## src/verilog/icap_pkg.sv

```systemverilog
// icap_pkg: register map, field layout and mode codes of the input capture unit
package icap_pkg;
  // register byte offsets on the wishbone bus
  localparam logic [4:0] ICAP_OFS_IRQ_EN    = 5'h00; // peripheral_irq_enable_three
  localparam logic [4:0] ICAP_OFS_STATUS    = 5'h04; // sticky event status, read clears
  localparam logic [4:0] ICAP_OFS_CTRL      = 5'h08; // channel modes, reset enables, quad select
  localparam logic [4:0] ICAP_OFS_TBASE     = 5'h0c; // time base count and enable
  localparam logic [4:0] ICAP_OFS_BUF1      = 5'h10;
  localparam logic [4:0] ICAP_OFS_BUF2      = 5'h14;
  localparam logic [4:0] ICAP_OFS_BUF3      = 5'h18;
  // enable / status bit positions
  localparam int ICAP_BIT_TB   = 0; // time_base_irq_enable
  localparam int ICAP_BIT_CH1  = 1; // ch1_irq_enable
  localparam int ICAP_BIT_CH2Q = 2; // ch2_or_quadrature_irq_enable
  localparam int ICAP_BIT_CH3D = 3; // ch3_or_direction_irq_enable
  localparam int ICAP_BIT_PWM  = 4; // pwm_timebase_irq_enable
  localparam logic [7:0] ICAP_IRQ_EN_MASK  = 8'h1f;
  localparam logic [7:0] ICAP_IRQ_EN_RESET = 8'h00;
  // control register layout: per channel 5 bits {reset_enable, mode[3:0]}
  localparam int ICAP_CTRL_CH_W    = 5;
  localparam int ICAP_CTRL_QUAD_LO = 15; // quadrature_mode_select[2:0]
  localparam logic [31:0] ICAP_CTRL_RESET = 32'h0000_0000;
  localparam int ICAP_TBASE_EN_BIT = 16;
  localparam logic [15:0] ICAP_TBASE_RESET = 16'h0000;
  // capture mode codes
  localparam logic [3:0] ICAP_MODE_OFF      = 4'h0;
  localparam logic [3:0] ICAP_MODE_EDGE_LO  = 4'h1;
  localparam logic [3:0] ICAP_MODE_EDGE_HI  = 4'h4;
  localparam logic [3:0] ICAP_MODE_PERIOD   = 4'h5;
  localparam logic [3:0] ICAP_MODE_PW_RISE  = 4'h6;
  localparam logic [3:0] ICAP_MODE_PW_FALL  = 4'h7;
  localparam logic [3:0] ICAP_MODE_STATE    = 4'h8;
  localparam logic [3:0] ICAP_MODE_SPECIAL0 = 4'he;
  localparam logic [3:0] ICAP_MODE_SPECIAL1 = 4'hf;
  // instruction cycle phase count
  localparam int ICAP_PHASES = 4;
  // phase state encoding, gray along the q1-q2-q3-q4 loop
  typedef enum logic [1:0] {
    ICAP_Q1 = 2'b00,
    ICAP_Q2 = 2'b01,
    ICAP_Q3 = 2'b11,
    ICAP_Q4 = 2'b10
  } icap_phase_t;
endpackage : icap_pkg

```

## src/verilog/icap_phase_gen.sv

```systemverilog
// icap_phase_gen: four-phase instruction cycle sequencer for the capture unit
`timescale 1ns/10ps
module icap_phase_gen
  import icap_pkg::*;
(
  input  wire logic clk,
  input  wire logic rst,
  output logic      q2_rise,
  output logic      q4_rise
);
  icap_phase_t phase_q;
  icap_phase_t phase_d;

  // phase walks q1..q4 and wraps; every code is legal
  always_comb begin
    unique case (phase_q)
      ICAP_Q1: phase_d = ICAP_Q2;
      ICAP_Q2: phase_d = ICAP_Q3;
      ICAP_Q3: phase_d = ICAP_Q4;
      ICAP_Q4: phase_d = ICAP_Q1;
    endcase
  end

  always_ff @(posedge clk) begin
    if (rst) begin
      phase_q <= ICAP_Q1;
    end else begin
      phase_q <= phase_d;
    end
  end

  // strobes mark the cycle in which that phase begins
  assign q2_rise = (phase_q == ICAP_Q2);
  assign q4_rise = (phase_q == ICAP_Q4);
endmodule // icap_phase_gen

```

## src/verilog/icap_edge_decode.sv

```systemverilog
// icap_edge_decode: per-channel active-edge decode for the programmed capture mode
`timescale 1ns/10ps
module icap_edge_decode
  import icap_pkg::*;
(
  input  wire logic       clk,
  input  wire logic       rst,
  input  wire logic       sample,
  input  wire logic       pin,
  input  wire logic [3:0] mode,
  output logic            active,
  output logic            raises_flag
);
  logic       pin_q;
  logic [3:0] div_q;
  logic [3:0] div_d;
  logic       rise;
  logic       fall;
  logic       edge_any;
  logic       hit;

  // pin is looked at only on the q2 sample, later changes wait for the next one
  assign rise     = sample & pin & ~pin_q;
  assign fall     = sample & ~pin & pin_q;
  assign edge_any = rise | fall;

  // decode mode into the edge that counts
  always_comb begin
    hit = 1'b0;
    unique case (mode)
      4'h1:                                 hit = fall;
      4'h2:                                 hit = rise;
      4'h3:                                 hit = rise & (div_q[1:0] == 2'b11);
      4'h4:                                 hit = rise & (div_q == 4'hf);
      ICAP_MODE_PERIOD:                     hit = rise;
      ICAP_MODE_PW_RISE, ICAP_MODE_PW_FALL: hit = edge_any;
      ICAP_MODE_STATE:                      hit = edge_any;
      ICAP_MODE_SPECIAL0:                   hit = rise;
      ICAP_MODE_SPECIAL1:                   hit = fall;
      default:                              hit = 1'b0;
    endcase
  end

  // prescaler for every-4th / every-16th rising edge modes
  assign div_d = (mode == ICAP_MODE_OFF) ? 4'h0 : (rise ? div_q + 4'h1 : div_q);

  always_ff @(posedge clk) begin
    if (rst) begin
      pin_q <= 1'b0;
      div_q <= 4'h0;
    end else begin
      pin_q <= sample ? pin : pin_q;
      div_q <= div_d;
    end
  end

  assign active      = hit;
  // special event modes capture but never raise the channel flag
  assign raises_flag = (mode >= ICAP_MODE_EDGE_LO) && (mode <= ICAP_MODE_STATE);
endmodule // icap_edge_decode

```

## src/verilog/icap_unit.sv

```systemverilog
// icap_unit: three-channel input capture with shared time base, wishbone registers and interrupt
//
// Functional notes
// - after a mode write, the first active edge latches the time base
// - every input edge is decoded against the mode to find active edges
// - every active edge overwrites the capture buffer with the time base
// - with reset enable set, the time base clears after each capture, except in the pulse-width modes
// - with reset enable clear, captures leave the time base untouched
// - after a capture reset the time base keeps counting on its own
// - capture repeats on every later active edge until mode change or reset
// - changing capture mode never alters the time base count
// - enable bit 3 gates channel three capture interrupt
// - in quadrature mode enable bit 3 gates direction change interrupt
// - enable bit 2 gates channel two or quadrature decoder interrupt
// - flags set in edge, period, pulse-width and state change modes only
// - edges sampled on phase two, acted on at phase four
//
// Chosen here: the placing of the registers and the Wishbone slave port.
`timescale 1ns/10ps
module icap_unit
  import icap_pkg::*;
#(
  parameter int TB_W = 16
) (
  input  wire logic        clk,
  input  wire logic        rst,
  // wishbone classic slave
  input  wire logic        wb_cyc_i,
  input  wire logic        wb_stb_i,
  input  wire logic        wb_we_i,
  input  wire logic [4:0]  wb_adr_i,
  input  wire logic [3:0]  wb_sel_i,
  input  wire logic [31:0] wb_dat_i,
  output logic      [31:0] wb_dat_o,
  output logic             wb_ack_o,
  // capture pins, channels 1..3
  input  wire logic [2:0]  cap_pin,
  // quadrature decoder events
  input  wire logic        quad_direction_event,
  input  wire logic        quad_decoder_event,
  // pwm time base event
  input  wire logic        pwm_timebase_event,
  output logic             irq
);
  ////////////////////////////////////////////////////////////////////////////
  // registers
  logic [7:0]      irq_en_q;
  logic [4:0]      status_q;
  logic [4:0]      status_d;
  logic [31:0]     ctrl_q;
  logic [TB_W-1:0] tbase_q;
  logic [TB_W-1:0] tbase_d;
  logic            tbase_run_q;
  logic [TB_W-1:0] buf_q [3];
  logic [2:0]      pend_q;
  logic            ack_q;

  ////////////////////////////////////////////////////////////////////////////
  // bus decode
  wire         bus_req   = wb_cyc_i & wb_stb_i & ~ack_q;
  wire         wr        = bus_req & wb_we_i;
  wire         rd        = bus_req & ~wb_we_i;
  wire         sel_en    = (wb_adr_i == ICAP_OFS_IRQ_EN);
  wire         sel_stat  = (wb_adr_i == ICAP_OFS_STATUS);
  wire         sel_ctrl  = (wb_adr_i == ICAP_OFS_CTRL);
  wire         sel_tb    = (wb_adr_i == ICAP_OFS_TBASE);
  wire         wr_en     = wr & sel_en & wb_sel_i[0];
  wire         wr_tb     = wr & sel_tb;
  wire         rd_stat   = rd & sel_stat;
  wire [31:0]  wmask     = {{8{wb_sel_i[3]}}, {8{wb_sel_i[2]}}, {8{wb_sel_i[1]}}, {8{wb_sel_i[0]}}};
  wire [31:0]  ctrl_next = (ctrl_q & ~wmask) | (wb_dat_i & wmask);

  // per channel control fields and quadrature select
  wire [2:0]   quad_sel  = ctrl_q[ICAP_CTRL_QUAD_LO +: 3];
  wire         quad_on   = (quad_sel != 3'h0);

  ////////////////////////////////////////////////////////////////////////////
  // phase sequencer
  logic q2_rise;
  logic q4_rise;

  icap_phase_gen u_phase (
    .clk     (clk),
    .rst     (rst),
    .q2_rise (q2_rise),
    .q4_rise (q4_rise)
  );

  ////////////////////////////////////////////////////////////////////////////
  // channel decode and capture
  logic [2:0] active;
  logic [2:0] raises;
  logic [2:0] ch_reset_en;
  logic [2:0] fire;

  genvar g;
  generate
    for (g = 0; g < 3; g++) begin : g_ch
      wire [3:0] mode  = ctrl_q[g*ICAP_CTRL_CH_W +: 4];
      wire       ren   = ctrl_q[g*ICAP_CTRL_CH_W + 4];
      wire       is_pw = (mode == ICAP_MODE_PW_RISE) || (mode == ICAP_MODE_PW_FALL);

      icap_edge_decode u_dec (
        .clk         (clk),
        .rst         (rst),
        .sample      (q2_rise),
        .pin         (cap_pin[g]),
        .mode        (mode),
        .active      (active[g]),
        .raises_flag (raises[g])
      );

      assign ch_reset_en[g] = ren & ~is_pw;
      assign fire[g]        = q4_rise & pend_q[g];

      // latest capture overwrites the buffer; off mode drops a pending edge
      always_ff @(posedge clk) begin
        if (rst) begin
          buf_q[g]  <= '0;
          pend_q[g] <= 1'b0;
        end else begin
          pend_q[g] <= (mode == ICAP_MODE_OFF) ? 1'b0 : (active[g] | (pend_q[g] & ~q4_rise));
          if (fire[g]) begin
            buf_q[g] <= tbase_q;
          end
        end
      end
    end
  endgenerate

  ////////////////////////////////////////////////////////////////////////////
  // time base: software write, capture reset, or free count
  wire tb_clear = |(fire & ch_reset_en);
  always_comb begin
    if (wr_tb) begin
      tbase_d = wb_dat_i[TB_W-1:0];
    end else if (tb_clear) begin
      tbase_d = '0;
    end else if (tbase_run_q) begin
      tbase_d = tbase_q + 1'b1;
    end else begin
      tbase_d = tbase_q;
    end
  end
  wire tb_wrap = tbase_run_q & (&tbase_q) & ~tb_clear & ~wr_tb;

  always_ff @(posedge clk) begin
    if (rst) begin
      tbase_q     <= ICAP_TBASE_RESET;
      tbase_run_q <= 1'b0;
    end else begin
      tbase_q     <= tbase_d;
      tbase_run_q <= wr_tb ? wb_dat_i[ICAP_TBASE_EN_BIT] : tbase_run_q;
    end
  end

  ////////////////////////////////////////////////////////////////////////////
  // events: ch3 or direction change, ch2 or decoder, ch1, time base, pwm
  wire [4:0] evt;
  assign evt[ICAP_BIT_TB]   = tb_wrap;
  assign evt[ICAP_BIT_CH1]  = fire[0] & raises[0];
  assign evt[ICAP_BIT_CH2Q] = quad_on ? quad_decoder_event : (fire[1] & raises[1]);
  assign evt[ICAP_BIT_CH3D] = quad_on ? quad_direction_event : (fire[2] & raises[2]);
  assign evt[ICAP_BIT_PWM]  = pwm_timebase_event;

  // read clears status, but an event in the same cycle wins
  assign status_d = (rd_stat ? 5'h00 : status_q) | evt;

  always_ff @(posedge clk) begin
    if (rst) begin
      irq_en_q <= ICAP_IRQ_EN_RESET;
      ctrl_q   <= ICAP_CTRL_RESET;
      status_q <= 5'h00;
    end else begin
      irq_en_q <= wr_en ? (wb_dat_i[7:0] & ICAP_IRQ_EN_MASK) : irq_en_q;
      ctrl_q   <= (wr & sel_ctrl) ? ctrl_next : ctrl_q;
      status_q <= status_d;
    end
  end

  // level interrupt only while an enabled flag stands
  assign irq = |(status_q & irq_en_q[4:0]);

  ////////////////////////////////////////////////////////////////////////////
  // read mux; unmapped addresses read zero and still ack
  logic [31:0] rdata;
  always_comb begin
    unique case (wb_adr_i)
      ICAP_OFS_IRQ_EN: rdata = {24'h0, irq_en_q};
      ICAP_OFS_STATUS: rdata = {27'h0, status_q};
      ICAP_OFS_CTRL:   rdata = ctrl_q;
      ICAP_OFS_TBASE:  rdata = {15'h0, tbase_run_q, 16'(tbase_q)};
      ICAP_OFS_BUF1:   rdata = {16'h0, 16'(buf_q[0])};
      ICAP_OFS_BUF2:   rdata = {16'h0, 16'(buf_q[1])};
      ICAP_OFS_BUF3:   rdata = {16'h0, 16'(buf_q[2])};
      default:         rdata = 32'h0;
    endcase
  end

  // one registered ack per request, the cycle after it, dropped the cycle after
  always_ff @(posedge clk) begin
    if (rst) begin
      ack_q    <= 1'b0;
      wb_dat_o <= 32'h0;
    end else begin
      ack_q    <= bus_req;
      wb_dat_o <= bus_req ? rdata : wb_dat_o;
    end
  end
  assign wb_ack_o = ack_q;
endmodule // icap_unit

```

## config.mk

```make
export PLATFORM = sky130hd
export DESIGN_NAME = icap_unit
export DESIGN_NICKNAME = d
export VERILOG_FILES = /design/src/verilog/icap_pkg.sv /design/src/verilog/icap_phase_gen.sv /design/src/verilog/icap_edge_decode.sv /design/src/verilog/icap_unit.sv
export SDC_FILE = /design/constraint.sdc
export NUM_CORES = 1
export LEC_CHECK = 0
export BUFFER_PORTS_ARGS = -buffer_cell sky130_fd_sc_hd__clkbuf_2
export CORE_MARGIN = 3
export CORE_UTILIZATION = 30
export CTS_CLUSTER_SIZE = 8
export DETAILED_ROUTE_END_ITERATION = 6
export MAX_ROUTING_LAYER = met4
export PLACE_DENSITY_LB_ADDON = 0.3
export REMOVE_ABC_BUFFERS = 1
export SKIP_CTS_REPAIR_TIMING = 1
export SLEW_MARGIN = 20
export SYNTH_ARGS = -nofsm -noshare
export SYNTH_HDL_FRONTEND = slang
export SYNTH_HIERARCHICAL = 1
export SYNTH_SLANG_ARGS = --single-unit
```

## constraint.sdc

```tcl
create_clock -name clk -period 5.2 [get_ports clk]
set_input_delay 1.04 -clock clk [delete_from_list [all_inputs] [get_ports clk]]
set_output_delay 1.04 -clock clk [all_outputs]
set_load 0.005 [all_outputs]
```

==> results.yml <==
status:
  run_status: "complete, but fails checks"
  failed_checks: "DRC"
detailed_routing:
  totalWireLength_mm: 20.34
  dr.pass1.iters: 7
  postRouteAntennaNets: 0
  via_per_inst: 5.226
  detail_route.wl_per_cell_microns: 18.06
  drt_iter0_markers: 680
  detailroute.via_count: 5885
  drc: 10
power:
  leakagePower_nw: 3.474
  power.ir.vdd_worst_mv: 0.1656
  cell_pwr_density_mw_per_mm2: 322.3
cells_and_area:
  area_growth_pct: 18.25
  final_layout_size_suffix_gt1_share_pct: 17.84
  fill_cells: 2436
  finish.net_count: 850
  layout.cells.non_filler: 1126
  antenna_cells: 0
place:
  placement.io_buffers: 85
  dp_hpwl_mm: 13.83
  pre_cts_ws_ns: 1.832
  gpl.final_weighted_congestion: 0.8095
  place_inst: 1094
flow_run:
  cap_viol_max_count: 0
floorplan:
  dieArea_sq_mm: 0.02613
  fp-row-count: 56
  floorplan.die.height_microns: 161.6
  coreArea_sq_mm: 0.02361
  chipWidth_microns: 161.6
  io_pins: 86
  initial_core_util_pct: 30.78
synthesis:
  synth.avg_cell_area_sq_um: 9.955
  cell_area_after_synthesis_sq_mm: 0.007267
  synth-seq-cells: 160
  synth-seq-area-share_pct: 50.69
  syn-instance-count: 730
  netlist-cell-type-count: 52
  synth_edf_count: 48
  ys_warn_count: 6
  synth-main-ff-cell: "sky130_fd_sc_hd__dfxtp_1"
  ffs_w_async_s_r_synth_pct: 0
timing:
  final_max_slew_viol_count: 0
  layout_worst_path_cycle_share_pct: 57.13
  period_minus_slack_ns: 2.971
  setup_slack_ns: 2.229
  achievable-frequency_mhz: 336.6
  setup_total_negative_slack_ns: 0
  skew_ns: 0.01335
  setup-violations-final: 0
  worst_slew_margin_rel_pct: 33.13
  report.final.hold_viol_count: 0
  worstMarginPinSlew_ns: 0.9993
  setup_repair_after_global_routing_missed_its_margin: "no"
critical_path:
  data_required_time_at_the_worst_endpoint_ns: 5.48
  worst_ep_arrival_time_ns: 3.25
  timing.setup.critical_path_class: "in2reg"
  startpoint_type: "input port"
  critPathCaptureType: "flop"
  critPathMaxFanout: 21
clock_network:
  clock_tree.root_cell: "sky130_fd_sc_hd__clkbuf_16"
  cts_sinks: 160
  cts_inserted_buffers: 17
  worst_skew_pair.late_latency_ns: 0.43
  htree_num_levels: 4
  path_clk_slew_ns: 0.07
  max-clock-path-buffers: 2
  cts_tree: "done"
global_routing:
  largest_net_degree_at_the_start_of_global_routing: 65
  grt_antenna_before_repair: 0
  first_global_vias: 5614
  grt_first_pass_wirelength_mm: 32.24
  track_usage_pct: 16.20
  grt_overflow_total: 0
hold_path:
  worst_min_path_class: "reg2reg"
-- routing by layer --
metal / up-vias / part of all wire (%) / global-route usage [%]
met2: 248 / 43 / 23.27
met5: - / 0 / -
met4: 0 / 1.2 / 3.451
met1: 2779 / 49 / 23.46
li1: 2837 / - / -
met3: 21 / 7.6 / 3.539
-- through the flow --
stage / instance area (sq um) / power (mW) / utilization, % / hold slack, ns
4_1_cts: 8593 / 2.795 / 36.39 / 0.4464
5_1_grt: 8593 / 2.863 / 36.39 / 0.4546
6_report: 8593 / 2.770 / 36.39 / 0.4347
3_3_place_gp: 7941 / 1.429 / 33.63 / 0.4244
2_1_floorplan: 7057 / 1.366 / - / 0.3963
3_5_place_dp: 7948 / 1.430 / 33.66 / 0.4319
-- worst max-delay path, cell delays in order --
cell and delay [ns]:
sky130_fd_sc_hd__clkbuf_2 0.10, sky130_fd_sc_hd__nor3b_1 0.45, sky130_fd_sc_hd__and3_1 0.60, sky130_fd_sc_hd__buf_4 0.35
sky130_fd_sc_hd__and2b_1 0.40, sky130_fd_sc_hd__a22oi_1 0.22, sky130_fd_sc_hd__nor3_1 0.08
-- Yosys cell counts (2+ instances only) --
cell,n,area [sq um]
sky130_fd_sc_hd__a211oi_1,8,60.06
sky130_fd_sc_hd__a211oi_2,3,37.54
sky130_fd_sc_hd__a21boi_1,3,22.52
sky130_fd_sc_hd__a21o_1,6,45.04
sky130_fd_sc_hd__a21oi_1,29,145.1
sky130_fd_sc_hd__a21oi_2,9,78.83
sky130_fd_sc_hd__a222oi_1,18,180.2
sky130_fd_sc_hd__a22o_1,18,157.7
sky130_fd_sc_hd__a22oi_1,30,225.2
sky130_fd_sc_hd__a2bb2oi_1,3,26.28
sky130_fd_sc_hd__a31oi_1,3,18.77
sky130_fd_sc_hd__a32o_1,5,50.05
sky130_fd_sc_hd__and2_1,42,262.8
sky130_fd_sc_hd__and2b_2,2,17.52
sky130_fd_sc_hd__and3_1,8,50.05
sky130_fd_sc_hd__and3b_1,4,35.03
sky130_fd_sc_hd__and4_1,3,26.28
sky130_fd_sc_hd__buf_1,2,7.510
sky130_fd_sc_hd__buf_2,12,60.06
sky130_fd_sc_hd__buf_6,2,22.52
sky130_fd_sc_hd__clkbuf_1,30,112.6
sky130_fd_sc_hd__dfxtp_1,112,2242
sky130_fd_sc_hd__edfxtp_1,48,1441
sky130_fd_sc_hd__ha_1,4,50.05
sky130_fd_sc_hd__inv_1,9,33.78
sky130_fd_sc_hd__mux2i_1,43,430.4
sky130_fd_sc_hd__nand2_1,52,195.2
sky130_fd_sc_hd__nand2b_1,6,37.54
sky130_fd_sc_hd__nand2b_4,3,41.29
sky130_fd_sc_hd__nand3_1,41,205.2
sky130_fd_sc_hd__nand3b_1,7,52.55
sky130_fd_sc_hd__nand4_1,10,62.56
sky130_fd_sc_hd__nor2_1,74,277.8
sky130_fd_sc_hd__nor2b_1,2,12.51
sky130_fd_sc_hd__nor3_1,24,120.1
sky130_fd_sc_hd__nor3b_1,6,45.04
sky130_fd_sc_hd__nor4_1,6,37.54
sky130_fd_sc_hd__o21ai_0,8,40.04
sky130_fd_sc_hd__o2bb2ai_1,4,35.03
sky130_fd_sc_hd__o311ai_1,3,26.28
sky130_fd_sc_hd__o31ai_1,6,45.04
sky130_fd_sc_hd__xnor2_1,6,52.55
sky130_fd_sc_hd__xor2_1,7,61.31
-- layout make-up --
cell class / instances / area (sq um) / area share, %
Timing Repair Buffer: 92 / 480.5 / 5.591
Clock buffer: 18 / 439.2 / 5.111
Inverter: 9 / 33.78 / 0.3931
Multi-Input combinational cell: 514 / 3351 / 38.99
Sequential cell: 160 / 3684 / 42.87
Tap cell: 319 / 399.1 / 4.645
Clock inverter: 14 / 206.4 / 2.402
-- kinds of logic (layout without fill, tap and decap cells) --
| kind of cell | count (synthesis) | count (layout) | synth area share, % |
|---|---|---|---|
| adder cells (fa/ha/maj) | 4 | 4 | 0.6887 |
| multiplexers | 43 | 43 | 5.923 |
| AND/OR/NAND/NOR | 297 | 297 | 21.23 |
| flip-flops | 160 | 160 | 50.69 |
| AO/OA/AOI/OAI | 157 | 157 | 16.55 |
| XOR/XNOR | 13 | 13 | 1.567 |
| buffers and inverters | 56 | 133 | 3.358 |
-- final timing paths --
kind,start,end,slack (ns),cells after the start
setup / recovery,wb_adr_i[1],tbase_q[8],2.23,7
hold / removal,u_phase/phase_q[1],u_phase/phase_q[0],0.43,1
setup reg to reg,u_phase/phase_q[0],tbase_q[11],2.68,6
hold reg to reg,u_phase/phase_q[1],u_phase/phase_q[0],0.43,1
-- placed cells by master, fill, tap and decap left out, drive strengths merged, types with 7 or more instances in the layout --
master and instances:
dfxtp 112, clkbuf 102, nor2 74, nand2 52, edfxtp 48, mux2i 43, and2 42, nand3 41
a21oi 38, a22oi 30, nor3 24, a222oi 18, a22o 18, inv 12, a211oi 11, nand4 10
and3 9, nand2b 9, o21ai 8, buf 8, nand3b 7, xor2 7, nor3b 7
-- power breakdown --
| part | leakage [nW] | switching [mW] | internal, mW |
|---|---|---|---|
| registers | 1.40 | 0.00651 | 1.30 |
| clock network | 0.311 | 0.542 | 0.827 |
| logic | 1.76 | 0.0665 | 0.0298 |
| total | 3.47 | 0.615 | 2.16 |
Power figures use the tool's default switching activity.
